## config.mk

```make
export PLATFORM = sky130hd
export DESIGN_NAME = ump_uart_dev_flat
export DESIGN_NICKNAME = d
export VERILOG_FILES = /design/src/verilog/ump_pkg.sv /design/src/verilog/ump_link_if.sv /design/src/verilog/ump_uart_dev.sv /design/src/flat_wrapper.sv
export SDC_FILE = /design/constraint.sdc
export NUM_CORES = 1
export LEC_CHECK = 0
export ABC_CLOCK_PERIOD_IN_PS = 7300
export BUFFER_PORTS_ARGS = -buffer_cell sky130_fd_sc_hd__clkbuf_2
export CAP_MARGIN = 15
export CORE_ASPECT_RATIO = 0.8
export CORE_MARGIN = 5
export CORE_UTILIZATION = 39
export DETAILED_ROUTE_END_ITERATION = 10
export GPL_TIMING_DRIVEN = 0
export PLACE_DENSITY_LB_ADDON = 0.1
export REMOVE_ABC_BUFFERS = 1
export SLEW_MARGIN = 40
export SYNTH_ARGS = -nofsm -noshare
export SYNTH_HDL_FRONTEND = slang
export SYNTH_SLANG_ARGS = --single-unit
```

## constraint.sdc

```tcl
create_clock -name clock -period 7.3 [get_ports clock]
set_clock_uncertainty 0.2 [all_clocks]
set_input_delay 0.365 -clock clock [delete_from_list [all_inputs] [get_ports clock]]
set_output_delay 0.365 -clock clock [all_outputs]
set_load 0.005 [all_outputs]
```

## src/verilog/ump_pkg.sv

```systemverilog
package ump_pkg;
	// ********************************
	// Register map
	// ********************************
	localparam logic [7:0] UMP_CTRL_ADDR = 8'h98;
	localparam logic [7:0] UMP_DATA_ADDR = 8'h99;
	localparam logic [7:0] UMP_CTRL_RESET = 8'h40;
	localparam int UMP_MODE_BIT = 7;
	localparam int UMP_UNUSED_BIT = 6;
	localparam int UMP_MCE_BIT = 5;
	localparam int UMP_REN_BIT = 4;
	localparam int UMP_TB8_BIT = 3;
	localparam int UMP_RB8_BIT = 2;
	localparam int UMP_TI_BIT = 1;
	localparam int UMP_RI_BIT = 0;
	// ********************************
	// Baud timer and frame constants
	// ********************************
	localparam logic [5:0] UMP_PRE_DIV4 = 6'h04;
	localparam logic [5:0] UMP_PRE_DIV12 = 6'h0C;
	localparam logic [5:0] UMP_PRE_DIV48 = 6'h30;
	localparam logic [2:0] UMP_EXT_DIV_LAST = 3'h7;
	localparam logic [7:0] UMP_TIMER_TOP = 8'hFF;
	localparam logic [3:0] UMP_LAST_DATA8 = 4'h8;
	localparam logic [3:0] UMP_LAST_DATA9 = 4'h9;
	typedef enum logic [2:0] {UMP_SRC_SYS, UMP_SRC_DIV4, UMP_SRC_DIV12, UMP_SRC_DIV48, UMP_SRC_EXT8} ump_clk_src_t;
	typedef enum logic [1:0] {UMP_TX_IDLE, UMP_TX_WAIT, UMP_TX_SEND} ump_tx_state_t;
	typedef enum logic {UMP_RX_IDLE, UMP_RX_BITS} ump_rx_state_t;
endpackage

```

## src/verilog/ump_link_if.sv

```systemverilog
`timescale 1ns/100ps
interface ump_link_if;
	logic dev_to_peer;
	logic peer_to_dev;
	modport device(output dev_to_peer, input peer_to_dev);
	modport peer(input dev_to_peer, output peer_to_dev);
endinterface

```

## src/verilog/ump_uart_dev.sv

```systemverilog
`timescale 1ns/100ps
// How it works
// - 8-bit frame: start, 8 data LSB first, stop
// - 9-bit frame adds ninth bit from control
// - Control bit 7 selects 8 or 9-bit
// - Only data buffer write starts transmission
// - Transmit flag set at stop bit start
// - Receive only while receive enable is set
// - 8-bit load: flag clear, stop checked optionally
// - Failed conditions: buffer, ninth, flag untouched
// - 9-bit: ignore stop, filter on ninth bit
// - Overrun keeps first byte, drops next frame
// - Flags cleared only by software writes
// - Interrupt when enabled and any flag set
// - Receive shifter separate from receive buffer
// - Transmit timer plus hidden receive timer copy
// - Overflows halved to make bit rate
// - Start edge reloads hidden receive timer
// - Five selectable baud timer clock sources
// - Control bit 6 reads one, ignores writes
// - One data address: read rx, write tx
// - Master sends address with ninth bit one
// - Receive flag set when stop sampled
module ump_uart_dev
	import ump_pkg::*;
(
	input wire logic clock,
	input wire logic reset_n,
	input wire logic [7:0] sfr_addr,
	input wire logic sfr_wr,
	input wire logic sfr_rd,
	input wire logic [7:0] sfr_wdata,
	output logic [7:0] sfr_rdata,
	input wire logic timer_run,
	input wire logic [7:0] baud_timer_reload,
	input wire ump_clk_src_t timer_clk_sel,
	input wire logic ext_osc_clk,
	input wire logic irq_enable,
	output logic irq,
	ump_link_if.device link
);
	// ********************************
	// State
	// ********************************
	typedef struct packed {
		logic frame_mode_select;
		logic multiprocessor_check_enable;
		logic receive_enable_bit;
		logic ninth_transmit_bit;
		logic ninth_received_bit;
		logic transmit_complete_flag;
		logic receive_done_flag;
		logic [7:0] rx_buf;
		logic [7:0] rdata;
		logic irq;
		logic [5:0] pre_cnt;
		logic ext_s1;
		logic ext_s2;
		logic ext_prev;
		logic [2:0] ext_cnt;
		logic [7:0] baud_timer_low_count;
		logic tx_half;
		logic [7:0] rx_tl;
		logic rx_half;
		ump_tx_state_t tx_state;
		logic [9:0] tx_shift;
		logic [3:0] tx_cnt;
		logic tx_line;
		logic rx_s1;
		logic rx_s2;
		logic rx_prev;
		ump_rx_state_t rx_state;
		logic [8:0] rx_shift;
		logic [3:0] rx_cnt;
	} ump_dev_st_t;

	ump_dev_st_t st_r;
	ump_dev_st_t st_nxt;

	logic ext_tick;
	logic timer_tick;
	logic tx_ovf;
	logic rx_ovf;
	logic tx_baud;
	logic rx_sample;
	logic [3:0] last_data;
	logic [7:0] rx_data;
	logic rx_ninth;
	logic rx_accept;
	logic ctrl_wr;
	logic data_wr;

	always_comb begin
		st_nxt = st_r;
		ctrl_wr = sfr_wr && (sfr_addr == UMP_CTRL_ADDR);
		data_wr = sfr_wr && (sfr_addr == UMP_DATA_ADDR);
		// ********************************
		// Baud timer clock source
		// ********************************
		// Prescaler wraps at the largest divisor so every ratio shares one counter
		st_nxt.pre_cnt = (st_r.pre_cnt == UMP_PRE_DIV48 - 6'h01) ? 6'h00 : st_r.pre_cnt + 6'h01;
		st_nxt.ext_s1 = ext_osc_clk;
		st_nxt.ext_s2 = st_r.ext_s1;
		st_nxt.ext_prev = st_r.ext_s2;
		ext_tick = 1'b0;
		if (st_r.ext_s2 && !st_r.ext_prev) begin
			st_nxt.ext_cnt = st_r.ext_cnt + 3'h1;
			ext_tick = (st_r.ext_cnt == UMP_EXT_DIV_LAST);
		end
		unique case (timer_clk_sel)
			UMP_SRC_SYS: timer_tick = 1'b1;
			UMP_SRC_DIV4: timer_tick = (st_r.pre_cnt % UMP_PRE_DIV4) == UMP_PRE_DIV4 - 6'h01;
			UMP_SRC_DIV12: timer_tick = (st_r.pre_cnt % UMP_PRE_DIV12) == UMP_PRE_DIV12 - 6'h01;
			UMP_SRC_DIV48: timer_tick = st_r.pre_cnt == UMP_PRE_DIV48 - 6'h01;
			UMP_SRC_EXT8: timer_tick = ext_tick;
			default: timer_tick = 1'b0;
		endcase
		timer_tick = timer_tick && timer_run;
		// ********************************
		// Transmit and hidden receive timers
		// ********************************
		tx_ovf = timer_tick && (st_r.baud_timer_low_count == UMP_TIMER_TOP);
		rx_ovf = timer_tick && (st_r.rx_tl == UMP_TIMER_TOP);
		if (timer_tick) begin
			st_nxt.baud_timer_low_count = tx_ovf ? baud_timer_reload : st_r.baud_timer_low_count + 8'h01;
			st_nxt.rx_tl = rx_ovf ? baud_timer_reload : st_r.rx_tl + 8'h01;
		end
		if (tx_ovf)
			st_nxt.tx_half = !st_r.tx_half;
		if (rx_ovf)
			st_nxt.rx_half = !st_r.rx_half;
		tx_baud = tx_ovf && st_r.tx_half;
		// First overflow after a start reload is mid start bit, then every second one
		rx_sample = rx_ovf && !st_r.rx_half;
		last_data = st_r.frame_mode_select ? UMP_LAST_DATA9 : UMP_LAST_DATA8;
		// ********************************
		// Register writes
		// ********************************
		if (ctrl_wr) begin
			st_nxt.frame_mode_select = sfr_wdata[UMP_MODE_BIT];
			st_nxt.multiprocessor_check_enable = sfr_wdata[UMP_MCE_BIT];
			st_nxt.receive_enable_bit = sfr_wdata[UMP_REN_BIT];
			st_nxt.ninth_transmit_bit = sfr_wdata[UMP_TB8_BIT];
			st_nxt.ninth_received_bit = sfr_wdata[UMP_RB8_BIT];
			st_nxt.transmit_complete_flag = sfr_wdata[UMP_TI_BIT];
			st_nxt.receive_done_flag = sfr_wdata[UMP_RI_BIT];
		end
		// ********************************
		// Transmitter
		// ********************************
		unique case (st_r.tx_state)
			UMP_TX_IDLE: begin
				st_nxt.tx_line = 1'b1;
				// Writes while busy are dropped; the shifter holds the frame in flight
				if (data_wr) begin
					st_nxt.tx_shift = {1'b1, st_r.frame_mode_select ? st_r.ninth_transmit_bit : 1'b1, sfr_wdata};
					st_nxt.tx_state = UMP_TX_WAIT;
				end
			end
			UMP_TX_WAIT: begin
				if (tx_baud) begin
					st_nxt.tx_line = 1'b0;
					st_nxt.tx_cnt = 4'h0;
					st_nxt.tx_state = UMP_TX_SEND;
				end
			end
			UMP_TX_SEND: begin
				if (tx_baud) begin
					if (st_r.tx_cnt == last_data + 4'h1) begin
						st_nxt.tx_state = UMP_TX_IDLE;
					end else begin
						st_nxt.tx_line = st_r.tx_shift[0];
						st_nxt.tx_shift = {1'b1, st_r.tx_shift[9:1]};
						st_nxt.tx_cnt = st_r.tx_cnt + 4'h1;
						if (st_r.tx_cnt == last_data)
							st_nxt.transmit_complete_flag = 1'b1;
					end
				end
			end
			default: st_nxt.tx_state = UMP_TX_IDLE;
		endcase
		// ********************************
		// Receiver
		// ********************************
		st_nxt.rx_s1 = link.peer_to_dev;
		st_nxt.rx_s2 = st_r.rx_s1;
		st_nxt.rx_prev = st_r.rx_s2;
		rx_data = st_r.frame_mode_select ? st_r.rx_shift[7:0] : st_r.rx_shift[8:1];
		rx_ninth = st_r.frame_mode_select ? st_r.rx_shift[8] : st_r.rx_s2;
		rx_accept = !st_r.receive_done_flag && (!st_r.multiprocessor_check_enable || rx_ninth);
		unique case (st_r.rx_state)
			UMP_RX_IDLE: begin
				if (st_r.receive_enable_bit && timer_run && st_r.rx_prev && !st_r.rx_s2) begin
					st_nxt.rx_tl = baud_timer_reload;
					st_nxt.rx_half = 1'b0;
					st_nxt.rx_cnt = 4'h0;
					st_nxt.rx_state = UMP_RX_BITS;
				end
			end
			UMP_RX_BITS: begin
				if (!st_r.receive_enable_bit) begin
					st_nxt.rx_state = UMP_RX_IDLE;
				end else if (rx_sample) begin
					st_nxt.rx_cnt = st_r.rx_cnt + 4'h1;
					if (st_r.rx_cnt == 4'h0) begin
						if (st_r.rx_s2)
							st_nxt.rx_state = UMP_RX_IDLE;
					end else if (st_r.rx_cnt <= last_data) begin
						st_nxt.rx_shift = {st_r.rx_s2, st_r.rx_shift[8:1]};
					end else begin
						st_nxt.rx_state = UMP_RX_IDLE;
						// A full buffer or a filtered frame leaves everything as it was
						if (rx_accept) begin
							st_nxt.rx_buf = rx_data;
							st_nxt.ninth_received_bit = rx_ninth;
							st_nxt.receive_done_flag = 1'b1;
						end
					end
				end
			end
		endcase
		// ********************************
		// Read port and interrupt
		// ********************************
		if (sfr_rd) begin
			if (sfr_addr == UMP_CTRL_ADDR)
				st_nxt.rdata = {st_r.frame_mode_select, 1'b1, st_r.multiprocessor_check_enable,
					st_r.receive_enable_bit, st_r.ninth_transmit_bit, st_r.ninth_received_bit,
					st_r.transmit_complete_flag, st_r.receive_done_flag};
			else if (sfr_addr == UMP_DATA_ADDR)
				st_nxt.rdata = st_r.rx_buf;
			else
				st_nxt.rdata = 8'h00;
		end
		st_nxt.irq = irq_enable && (st_nxt.transmit_complete_flag || st_nxt.receive_done_flag);
	end

	always_ff @(posedge clock or negedge reset_n) begin
		if (!reset_n) begin
			st_r <= '0;
			st_r.tx_line <= 1'b1;
			st_r.rx_s1 <= 1'b1;
			st_r.rx_s2 <= 1'b1;
			st_r.rx_prev <= 1'b1;
		end else begin
			st_r <= st_nxt;
		end
	end

	assign sfr_rdata = st_r.rdata;
	assign irq = st_r.irq;
	assign link.dev_to_peer = st_r.tx_line;
endmodule

```

## src/flat_wrapper.sv

```systemverilog
// flat-port wrapper written by rule: the top's interface ports become plain ports
module ump_uart_dev_flat import ump_pkg::*;
  (clock, reset_n, sfr_addr, sfr_wr, sfr_rd, sfr_wdata, sfr_rdata, timer_run, baud_timer_reload, timer_clk_sel, ext_osc_clk, irq_enable, irq, link_dev_to_peer, link_peer_to_dev);
  ump_link_if link_i ();
  input wire logic clock;
  input wire logic reset_n;
  input wire logic [7:0] sfr_addr;
  input wire logic sfr_wr;
  input wire logic sfr_rd;
  input wire logic [7:0] sfr_wdata;
  output logic [7:0] sfr_rdata;
  input wire logic timer_run;
  input wire logic [7:0] baud_timer_reload;
  input wire ump_clk_src_t timer_clk_sel;
  input wire logic ext_osc_clk;
  input wire logic irq_enable;
  output logic irq;
  output wire logic [$bits(link_i.dev_to_peer)-1:0] link_dev_to_peer;
  input wire logic [$bits(link_i.peer_to_dev)-1:0] link_peer_to_dev;
  assign link_dev_to_peer = link_i.dev_to_peer;
  assign link_i.peer_to_dev = link_peer_to_dev;
  ump_uart_dev u_core (.clock(clock), .reset_n(reset_n), .sfr_addr(sfr_addr), .sfr_wr(sfr_wr), .sfr_rd(sfr_rd), .sfr_wdata(sfr_wdata), .sfr_rdata(sfr_rdata), .timer_run(timer_run), .baud_timer_reload(baud_timer_reload), .timer_clk_sel(timer_clk_sel), .ext_osc_clk(ext_osc_clk), .irq_enable(irq_enable), .irq(irq), .link(link_i));
endmodule
```

# Word-level counts from Yosys, hierarchy flattened
# Index checks and enable logic that the tools add are counted.
[totals]
regBits = 88
in_bits = 35
output_inout_bits = 10
word_cells = 153
[op_classes]
addsub = 7
n_div = 1
order_cmp = 1
eq_ne = 24
muxes = 54
bitwise_logic = 3
reduce_logical = 34
[ops]
columns = ["op", "n"]
rows = [
  ["$mux 9", 10],
  ["$mux 8", 6],
  ["$eq 8x8->1 const B", 4],
  ["$mux 1", 20],
  ["$pmux 10 s2", 1],
  ["$mux 17", 1],
  ["$add 8x1->8 const B", 2],
  ["$pmux 4 s2", 2],
  ["$reduce_and 4->1", 4],
  ["$mux 15", 1],
  ["$mux 14", 1],
  ["$logic_and 1x1->1", 13],
  ["$add 4x1->4 const B", 3],
  ["$mux 12", 1],
  ["$ne 2x1->1 const B", 6],
  ["$eq 4x4->1", 2],
  ["$mux 4", 2],
  ["$add 6x1->6 const B", 1],
  ["$eq 3x2->1 const B", 2],
  ["$eq 3x3->1 const B", 2],
  ["$eq 6x4->1 const B", 1],
  ["$eq 6x6->1 const B", 1],
  ["$logic_not 1->1", 6],
  ["$mod 6x4->6 const B", 1],
  ["24 further kinds", 31],
]

# Logic depth before layout (Yosys ltp)
# Gate-level depths: netlist (run 1).
[logic_depth]
ltp_word = 12
mapped_depth = 13
ltp_nobuf = 11

# Worst setup path before layout (run 1)
# No wires, ideal clock.
[synth_timing]
path_type = "register to register"
start = "register u_core.st_r[52] (netlist bit)"
end = "register u_core.st_r[79] (netlist bit)"
setup_time_ns = 0.077
t_arrival_ns = 2.649
required_time_ns = 7.023
slack_ns = 4.374
path_stages_with_launch = 14
n_path_buf = 2
period_less_slack_ns = 2.926
path_cell_list = "dfrtp_1 > ha_1 > ha_1 > nor4bb_1 > a32o_1 > o21ai_2 > buf_2 > nor2_1 > ha_1 > nand3_1 > a2111oi_4 > buf_2 > nor2_1 > a21oi_1"
[synth_between]
elab_chain_cells = 7
[synth_lines]
columns = ["item", "line", "source"]
rows = [
  ["start: declaration", "ump_uart_dev.sv:77", "ump_dev_st_t st_r;"],
  ["start signal: assignment", "ump_uart_dev.sv:246", "st_r <= st_nxt;"],
  ["$eq 3x3->1", "ump_uart_dev.sv:108", "ext_tick = (st_r.ext_cnt == UMP_EXT_DIV_LAST);"],
  ["$mux 1", "ump_uart_dev.sv:106", "if (st_r.ext_s2 && !st_r.ext_prev) begin"],
  ["$pmux 1 s5", "ump_uart_dev.sv:110", "unique case (timer_clk_sel)"],
  ["$logic_and 1x1->1", "ump_uart_dev.sv:118", "timer_tick = timer_tick && timer_run;"],
  ["$logic_and 1x1->1", "ump_uart_dev.sv:123", "rx_ovf = timer_tick && (st_r.rx_tl == UMP_TIMER_TOP);"],
  ["$logic_and 1x1->1", "ump_uart_dev.sv:134", "rx_sample = rx_ovf && !st_r.rx_half;"],
  ["$reduce_and 6->1 (no source line)", "--", ""],
]
# No other way between the ends.
# A chain may end at the register's enable or synchronous reset.

# Worst setup path after layout (run 1)
[layout_timing]
start = "register u_core.st_r[52] (netlist bit)"
end = "register u_core.st_r[77] (netlist bit)"
# The elaborated chain is that of the path after synthesis.

==> out/results.tsv, run 1 <==
stage	metric	value	unit
outcome	status	complete, no violations	
clock_network	cts_buffers	9	
worst_setup_path	cp-start-kind	register	
worst_setup_path	r2r_cells	12	
timing	fin_crit_sh	0.451	
final_layout	antenna_cells	0	
place	hpwlAfterDp	6850	microns
final_layout	area_delta_synth_final	13.6	%
grt	grt_use_total	0.146	
floorplan	dieArea	14300	sq um
drt	drtAntennaViolNets	0	
floorplan	num_rows	35	
worst_setup_path	path_buf_inv	1	
drt	drt_wl_total	9980	microns
pwr	leakagePower	2.40	nW
timing	finalWorstSetupSlack	4010	ps
timing	relSlewSlack	0.477	
clock_network	clkTransAtPathRegs	70	ps
synthesis	syn-instance-count	436	
worst_setup_path	cp_common_cell	ha_1	
drt	drcViolationCount	0	
timing	hold_viol	0	
worst_setup_path	reg2reg_slack	4010	ps
worst_setup_path	crit_path_end_kind	register	
worst_setup_path	path_class	reg -> reg	
synthesis	async_reset_ff_frac	1.00	
clock_network	cts_max_level	3	
worst_setup_path	timing.rr.end	u_core.st_r[77]$_DFFE_PN0P_	
timing	fin_setup_tns	0	ps
place	placed_cells	602	
synthesis	yosysWarnings	0	
grt	grt_pass1_wl	17100	microns
clock_network	cts_tree	done	
clock_network	clockBufferDepth	2	
place	post_dp_cell_area	4930	sq um
synthesis	ys.flop_type	dfrtp_1	
floorplan	die_w	132	microns
worst_setup_path	crit_path_end	u_core.st_r[77]$_DFFE_PN0P_	
synthesis	seq_area_frac_synth	0.473	
timing	rsz0062_at_grt	false	
synthesis	syn_area	4670	sq um
place	port_buffers	44	
job	max_cap_viol_count	0	
drt	vias	3352	
synthesis	ys_ff_latch	88	
place	gp_congestion	0.786	
worst_setup_path	cp_top_family	compound AO/OA/AOI/OAI gates	
grt	overflow	0	
final_layout	seq_area	2210	sq um
grt	antenna_found_initial	0	
synthesis	synth_edf_count	0	
worst_setup_path	crit_arrival	3350	ps
final_layout	multi_input_area	2190	sq um
final_layout	drive_above_1_share	0.224	
clock_network	post_cts_buffers	0	
drt	viasPerCell	5.40	
clock_network	cts_root_buffer	clkbuf_16	
floorplan	core_area	11600	sq um
synthesis	synth_area_per_cell	10.7	sq um
worst_setup_path	cpPeakStageDelay	550	ps
drt	routedWlPerCell	16.1	microns
final_layout	stdcell_count	621	
worst_setup_path	critical_path_required	7360	ps
grt	grt_max_degree	59	
floorplan	initial_utilization	0.402	
timing	tightest_slew	785	ps
place	pre_cts_slack	4000	ps
clock_network	holdBufCountCts	3	
pwr	power	1.22	mW
timing	finalCriticalPeriod	3290	ps
clock_network	cts_sinks	88	
worst_setup_path	crit_fanout	17	
final_layout	finish.instance_area	5300	sq um
pwr	power.density	230	nW/um^2
synthesis	synth.distinct_cells	74	
worst_setup_path	timing.rr.start	u_core.st_r[52]$_DFFE_PN0P_	
clock_network	cts-resized-gates	0	
floorplan	io_pins	45	
grt	grt_pass1_vias	3307	
worst_setup_path	worstPathCellList	ha_1 -> ha_1 -> nor4bb_1 -> a32o_1 -> o21ai_2 -> nor2_1 -> ha_1 -> nand3_1 -> a2111oi_4 -> buf_4 -> nor2_1 -> a21oi_1	
worst_hold_path	hp-class	in -> reg	
timing	maxSlewViolCount	0	
timing	clock.fmax	0.304	GHz
floorplan	die_h	108	microns
worst_setup_path	cpMaxStageDelayCell	a2111oi_4	
pwr	ir_drop	0.122	mV
drt	drt_first_pass_iters	4	
final_layout	fillCellCount	1094	
clock_network	clk_latency	340	ps
timing	setup_viol	0	
worst_setup_path	cp_num_cells	12	
drt	drt-initial-drc-count	241	
final_layout	nets	514	
worst_setup_path	cp-startpoint	u_core.st_r[52]$_DFFE_PN0P_	
==> stage by stage <==
step / hold WS, ps / util
global route: 5.07 / 0.457
floorplan: -131 / -
global placement: 133 / 0.421
finish: 13.0 / 0.457
CTS: 5.10 / 0.457
detailed placement: 88.0 / 0.425
==> cell usage after synthesis (12+ instances only) <==
| master | n | share of area |
|---|---|---|
| dfrtp_1 | 84 | 0.45 |
| nand2_1 | 31 | 0.025 |
| nor2_1 | 23 | 0.019 |
| mux2_2 | 23 | 0.056 |
| nor2b_1 | 13 | 0.017 |
| mux2i_1 | 13 | 0.028 |
| o21ai_0 | 12 | 0.013 |
| a21oi_1 | 21 | 0.023 |
| nand3_1 | 14 | 0.015 |
| inv_1 | 21 | 0.017 |
| a31oi_1 | 12 | 0.016 |
==> state kept, by name (all words and copies together), names as in the netlist <==
register                 cells
u_core.link.dev_to_peer      1
u_core.sfr_rdata             8
u_core.irq                   1
u_core.st_nxt                4
u_core.st_r                 74
==> worst min-delay path: stages <==
cell	delay, ps
clkbuf_2	80
inv_1	40
a31oi_1	30
==> cell families (layout without fill, tap and decap cells) <==
logic type,after synthesis,in the layout,synth area share
compound gates,108,108,0.179
fa+ha+maj,11,11,0.0295
buf+inv,49,86,0.0566
simple gates,135,135,0.159
flops,88,88,0.473
mux,37,37,0.0858
xor+xnor,8,8,0.0166
==> layout by cell type (no fill, tap or decap), types with 3 or more instances in the layout <==
master / Yosys / final
inv_1: 21 / 21
nand2_1: 31 / 31
o21ai_0: 12 / 12
a221o_1: 6 / 6
a21o_1: 3 / 3
a31oi_1: 12 / 12
o22ai_1: 7 / 7
a21oi_1: 21 / 21
nor3_1: 4 / 4
nor3b_1: 4 / 4
clkbuf_2: 0 / 43
mux2_2: 23 / 23
nor4b_1: 3 / 3
ha_1: 11 / 11
nor2b_1: 13 / 13
and2_1: 3 / 3
nand3_1: 14 / 14
o2bb2ai_1: 11 / 11
clkbuf_16: 0 / 9
nand2b_1: 6 / 6
nand4_1: 5 / 5
dfrtp_1: 84 / 84
mux2i_1: 13 / 13
nor2_1: 23 / 23
and3_1: 9 / 9
dlygate4sd3_1: 0 / 3
clkbuf_8: 0 / 4
xor2_1: 5 / 5
o21ai_1: 5 / 5
nand4b_1: 3 / 3
dfstp_2: 4 / 4
==> where the power goes <==
group          internal (mW)  switching (mW)  total [mW]
Combinational         0.0689          0.0620       0.131
Clock                  0.328           0.191       0.519
Sequential             0.530          0.0383       0.568
Total                  0.927           0.291        1.22
==> worst min path at each step <==
stage,start,endpoint,slack [ps],cells after the start
3_3_place_gp,u_core.st_nxt[56]$_DFF_PN0_,u_core.st_nxt[55]$_DFF_PN0_,130,0
6_report,irq_enable,u_core.irq$_DFF_PN0_,10,3
2_1_floorplan,reset_n,u_core.irq$_DFF_PN0_,-130,0
4_1_cts,irq_enable,u_core.irq$_DFF_PN0_,5,3
3_5_place_dp,reset_n,u_core.sfr_rdata[3]$_DFFE_PN0P_,90,1
5_1_grt,irq_enable,u_core.irq$_DFF_PN0_,5,3
==> cell type report <==
class / count / share of cell area
Sequential cell: 88 / 0.416
Multi-Input combinational cell: 299 / 0.414
Timing Repair Buffer: 49 / 0.0555
Clock buffer: 12 / 0.0503
Tap cell: 148 / 0.0349
Inverter: 21 / 0.0149
Clock inverter: 4 / 0.0142
==> layer usage <==
layer | global-route usage | part of all wire
met1 | 0.209 | 0.50
met5 | 0 | 0
met2 | 0.216 | 0.44
met4 | 0.0422 | 0.014
met3 | 0.0411 | 0.041
No activity file was read; power rests on OpenSTA's default activity.
==> run 2: changes to the inputs <==
Settings changed: ABC_CLOCK_PERIOD_IN_PS 7300 to 2800.
Clock period 7.3 ns to 2.8 ns, I/O delays scaled along.
==> run 2 against run 1 <==
  * Cell count increased by 4.5%
  * First-iteration DRC count decreased by 15%
  * Cell area increased by 6.8%
  * Hold slack improved by 4.8 ps
  * Combinational power increased to 3.0 times the previous value
  * Non-clock buffer count increased by 27
  * Largest cell class is now multi-input gates
  * Highest routed layer unchanged
==> out/results.tsv, run 2 (synthesis gave the netlist of run 1 again) <==
stage	metric	value	unit	change
clock_network	cts_root_buffer	clkbuf_16		
final_layout	final_cell_mix	82 x dfrtp_1, 43 x clkbuf_2, 30 x nand2_1		
outcome	status	complete, no violations		
timing	relSlewSlack	0.479		+0.00238
timing	finalCriticalPeriod	2700	ps	-589 ps
grt	grt_pass1_wl	17700	microns	+4.0%
worst_setup_path	path_class	reg -> reg		
worst_hold_path	hp-start	sfr_wdata[6]		
grt	antenna_found_initial	0		unchanged
drt	vias	3476		+3.7%
floorplan	num_rows	35		unchanged
final_layout	stdcell_count	649		+4.5%
worst_setup_path	crit_fanout	6		-11
timing	rsz0062_at_grt	true		
worst_setup_path	r2r_cells	10		-2
clock_network	cts_max_level	3		unchanged
timing	hold_viol	0		unchanged
floorplan	io_pins	45		unchanged
grt	grt_use_total	0.152		+0.00552
timing	fin_crit_sh	0.966		+0.515
timing	maxSlewViolCount	0		unchanged
floorplan	initial_utilization	0.402		unchanged
drt	drt_wl_total	10300	microns	+3.3%
place	hpwlAfterDp	6850	microns	unchanged
pwr	ir_drop	0.317	mV	+160%
final_layout	largest_reg_flops	74		unchanged
worst_setup_path	timing.rr.start	u_core.st_r[62]$_DFF_PN0_		
pwr	power	3.23	mW	+170%
worst_setup_path	cp-startpoint	u_core.st_r[62]$_DFF_PN0_		
place	placed_cells	602		unchanged
clock_network	clkTransAtPathRegs	60	ps	about the same
grt	overflow	0		unchanged
worst_setup_path	timing.rr.end	u_core.st_r[12]$_DFFE_PN0P_		
clock_network	clockBufferDepth	2		unchanged
timing	clock.fmax	0.370	GHz	+22%
timing	setup_viol	0		unchanged
timing	finalWorstSetupSlack	95.3	ps	-3910 ps
pwr	power.density	571	nW/um^2	+150%
clock_network	cts_sinks	88		unchanged
drt	drt-initial-drc-count	206		-15%
timing	tightest_slew	781	ps	-3.57 ps
final_layout	drive_above_1_share	0.271		+0.0474
final_layout	area_delta_synth_final	21.3	%	
final_layout	mostFrequentLayoutCell	dfrtp_1		
place	pre_cts_slack	-501	ps	-4500 ps
floorplan	core_area	11600	sq um	unchanged
drt	routedWlPerCell	15.9	microns	-1.2%
grt	grt_max_degree	59		unchanged
final_layout	antenna_cells	0		unchanged
clock_network	cts_buffers	9		unchanged
grt	grt_pass1_vias	3423		+3.5%
drt	viasPerCell	5.36		-0.77%
place	gp_congestion	0.786		unchanged
floorplan	die_h	108	microns	unchanged
final_layout	fillCellCount	1056		-3.5%
worst_setup_path	crit_path_end_kind	register		
drt	drcViolationCount	0		unchanged
drt	drtAntennaViolNets	0		unchanged
final_layout	fin_util	0.488		+0.0311
timing	holdWs	17.8	ps	+4.79 ps
worst_setup_path	cp-start-kind	register		
clock_network	cts_tree	done		
worst_hold_path	hold_path_depth	4		+1
worst_setup_path	reg2reg_slack	100	ps	-3910 ps
worst_hold_path	hp-class	in -> reg		
floorplan	dieArea	14300	sq um	unchanged
drt	drt_first_pass_iters	4		unchanged
final_layout	nets	542		+5.4%
worst_setup_path	critical_path_required	2820	ps	-4540 ps
pwr	leakagePower	2.54	nW	+5.8%
place	port_buffers	44		unchanged
worst_hold_path	hold_end	u_core.st_r[28]$_DFFE_PN0P_		
job	max_cap_viol_count	0		unchanged
floorplan	die_w	132	microns	unchanged
clock_network	clk_latency	340	ps	about the same
worst_setup_path	crit_arrival	2720	ps	-630 ps
final_layout	top_register	u_core.st_r		
==> run 2: cell count changes in the layout (fill, tap and decap cells not counted), sizes merged <==
| cell | before | now |
|---|---|---|
| nand2 | 31 | 32 |
| buf | 2 | 12 |
| dlygate4sd3 | 3 | 20 |
==> run 2: layout make-up <==
class                      count  area [sq um]  share of cell area
clock buffer                  12           267              0.0471
clock inverter                 4          75.1              0.0133
inverter                      21          78.8              0.0139
multi-input combinational    300          2300               0.406
sequential                    88          2210               0.390
tap                          148           185              0.0327
timing repair buffer          76           551              0.0972
==> run 2: timing repair <==
item	CTS	global route
hold endpoints to repair	112	0
hold buffers	20	0
pin swaps	2	9
resized for setup	9	18
buffers inserted	3	7
gates cloned	1	0
endpoints found under the setup margin	20	21
==> run 2: where the power goes <==
group	total (mW)	leakage, nW	internal (mW)	switching, mW
clock network	1.35	0.161	0.855	0.495
registers	1.49	1.14	1.38	0.105
logic	0.398	1.24	0.221	0.177
==> run 2: metal layers <==
| layer | track usage | routed length [microns] | vias up |
|---|---|---|---|
| met3 | 0.0397 | 354 | 13 |
| met5 | 0 | 0 | - |
| met4 | 0.0436 | 133 | 0 |
| met2 | 0.230 | 4660 | 66 |
| met1 | 0.214 | 5160 | 1693 |
| li1 | - | - | 1704 |
==> run 2: critical path, cell delays in order (launching register included) <==
cell	delay, ps
dfrtp_2	430
or3_4	410
o221ai_4	230
o21ai_4	100
nor2_2	120
ha_2	230
nand3_4	100
buf_4	170
a21oi_4	140
nand2_2	130
mux2_2	320
==> run 2: worst max-delay path by stage <==
stage,to,slack [ps],cells past startpoint
after floorplan,u_core.irq$_DFF_PN0_,-140,11
after global placement,u_core.irq$_DFF_PN0_,-730,11
after detailed placement,u_core.st_r[76]$_DFFE_PN0P_,-500,12
after CTS,u_core.st_r[12]$_DFFE_PN0P_,30,11
after global routing,u_core.st_r[74]$_DFFE_PN0P_,-40,13
final,u_core.st_r[12]$_DFFE_PN0P_,100,10
==> run 2: metrics by stage <==
step / instance area [sq um] / setup TNS [ps]
final: 5660 / 0
after CTS: 5530 / 0
after detailed placement: 4930 / -7950
after floorplan: 4480 / -526
after global placement: 4890 / -9200
after global routing: 5660 / -304
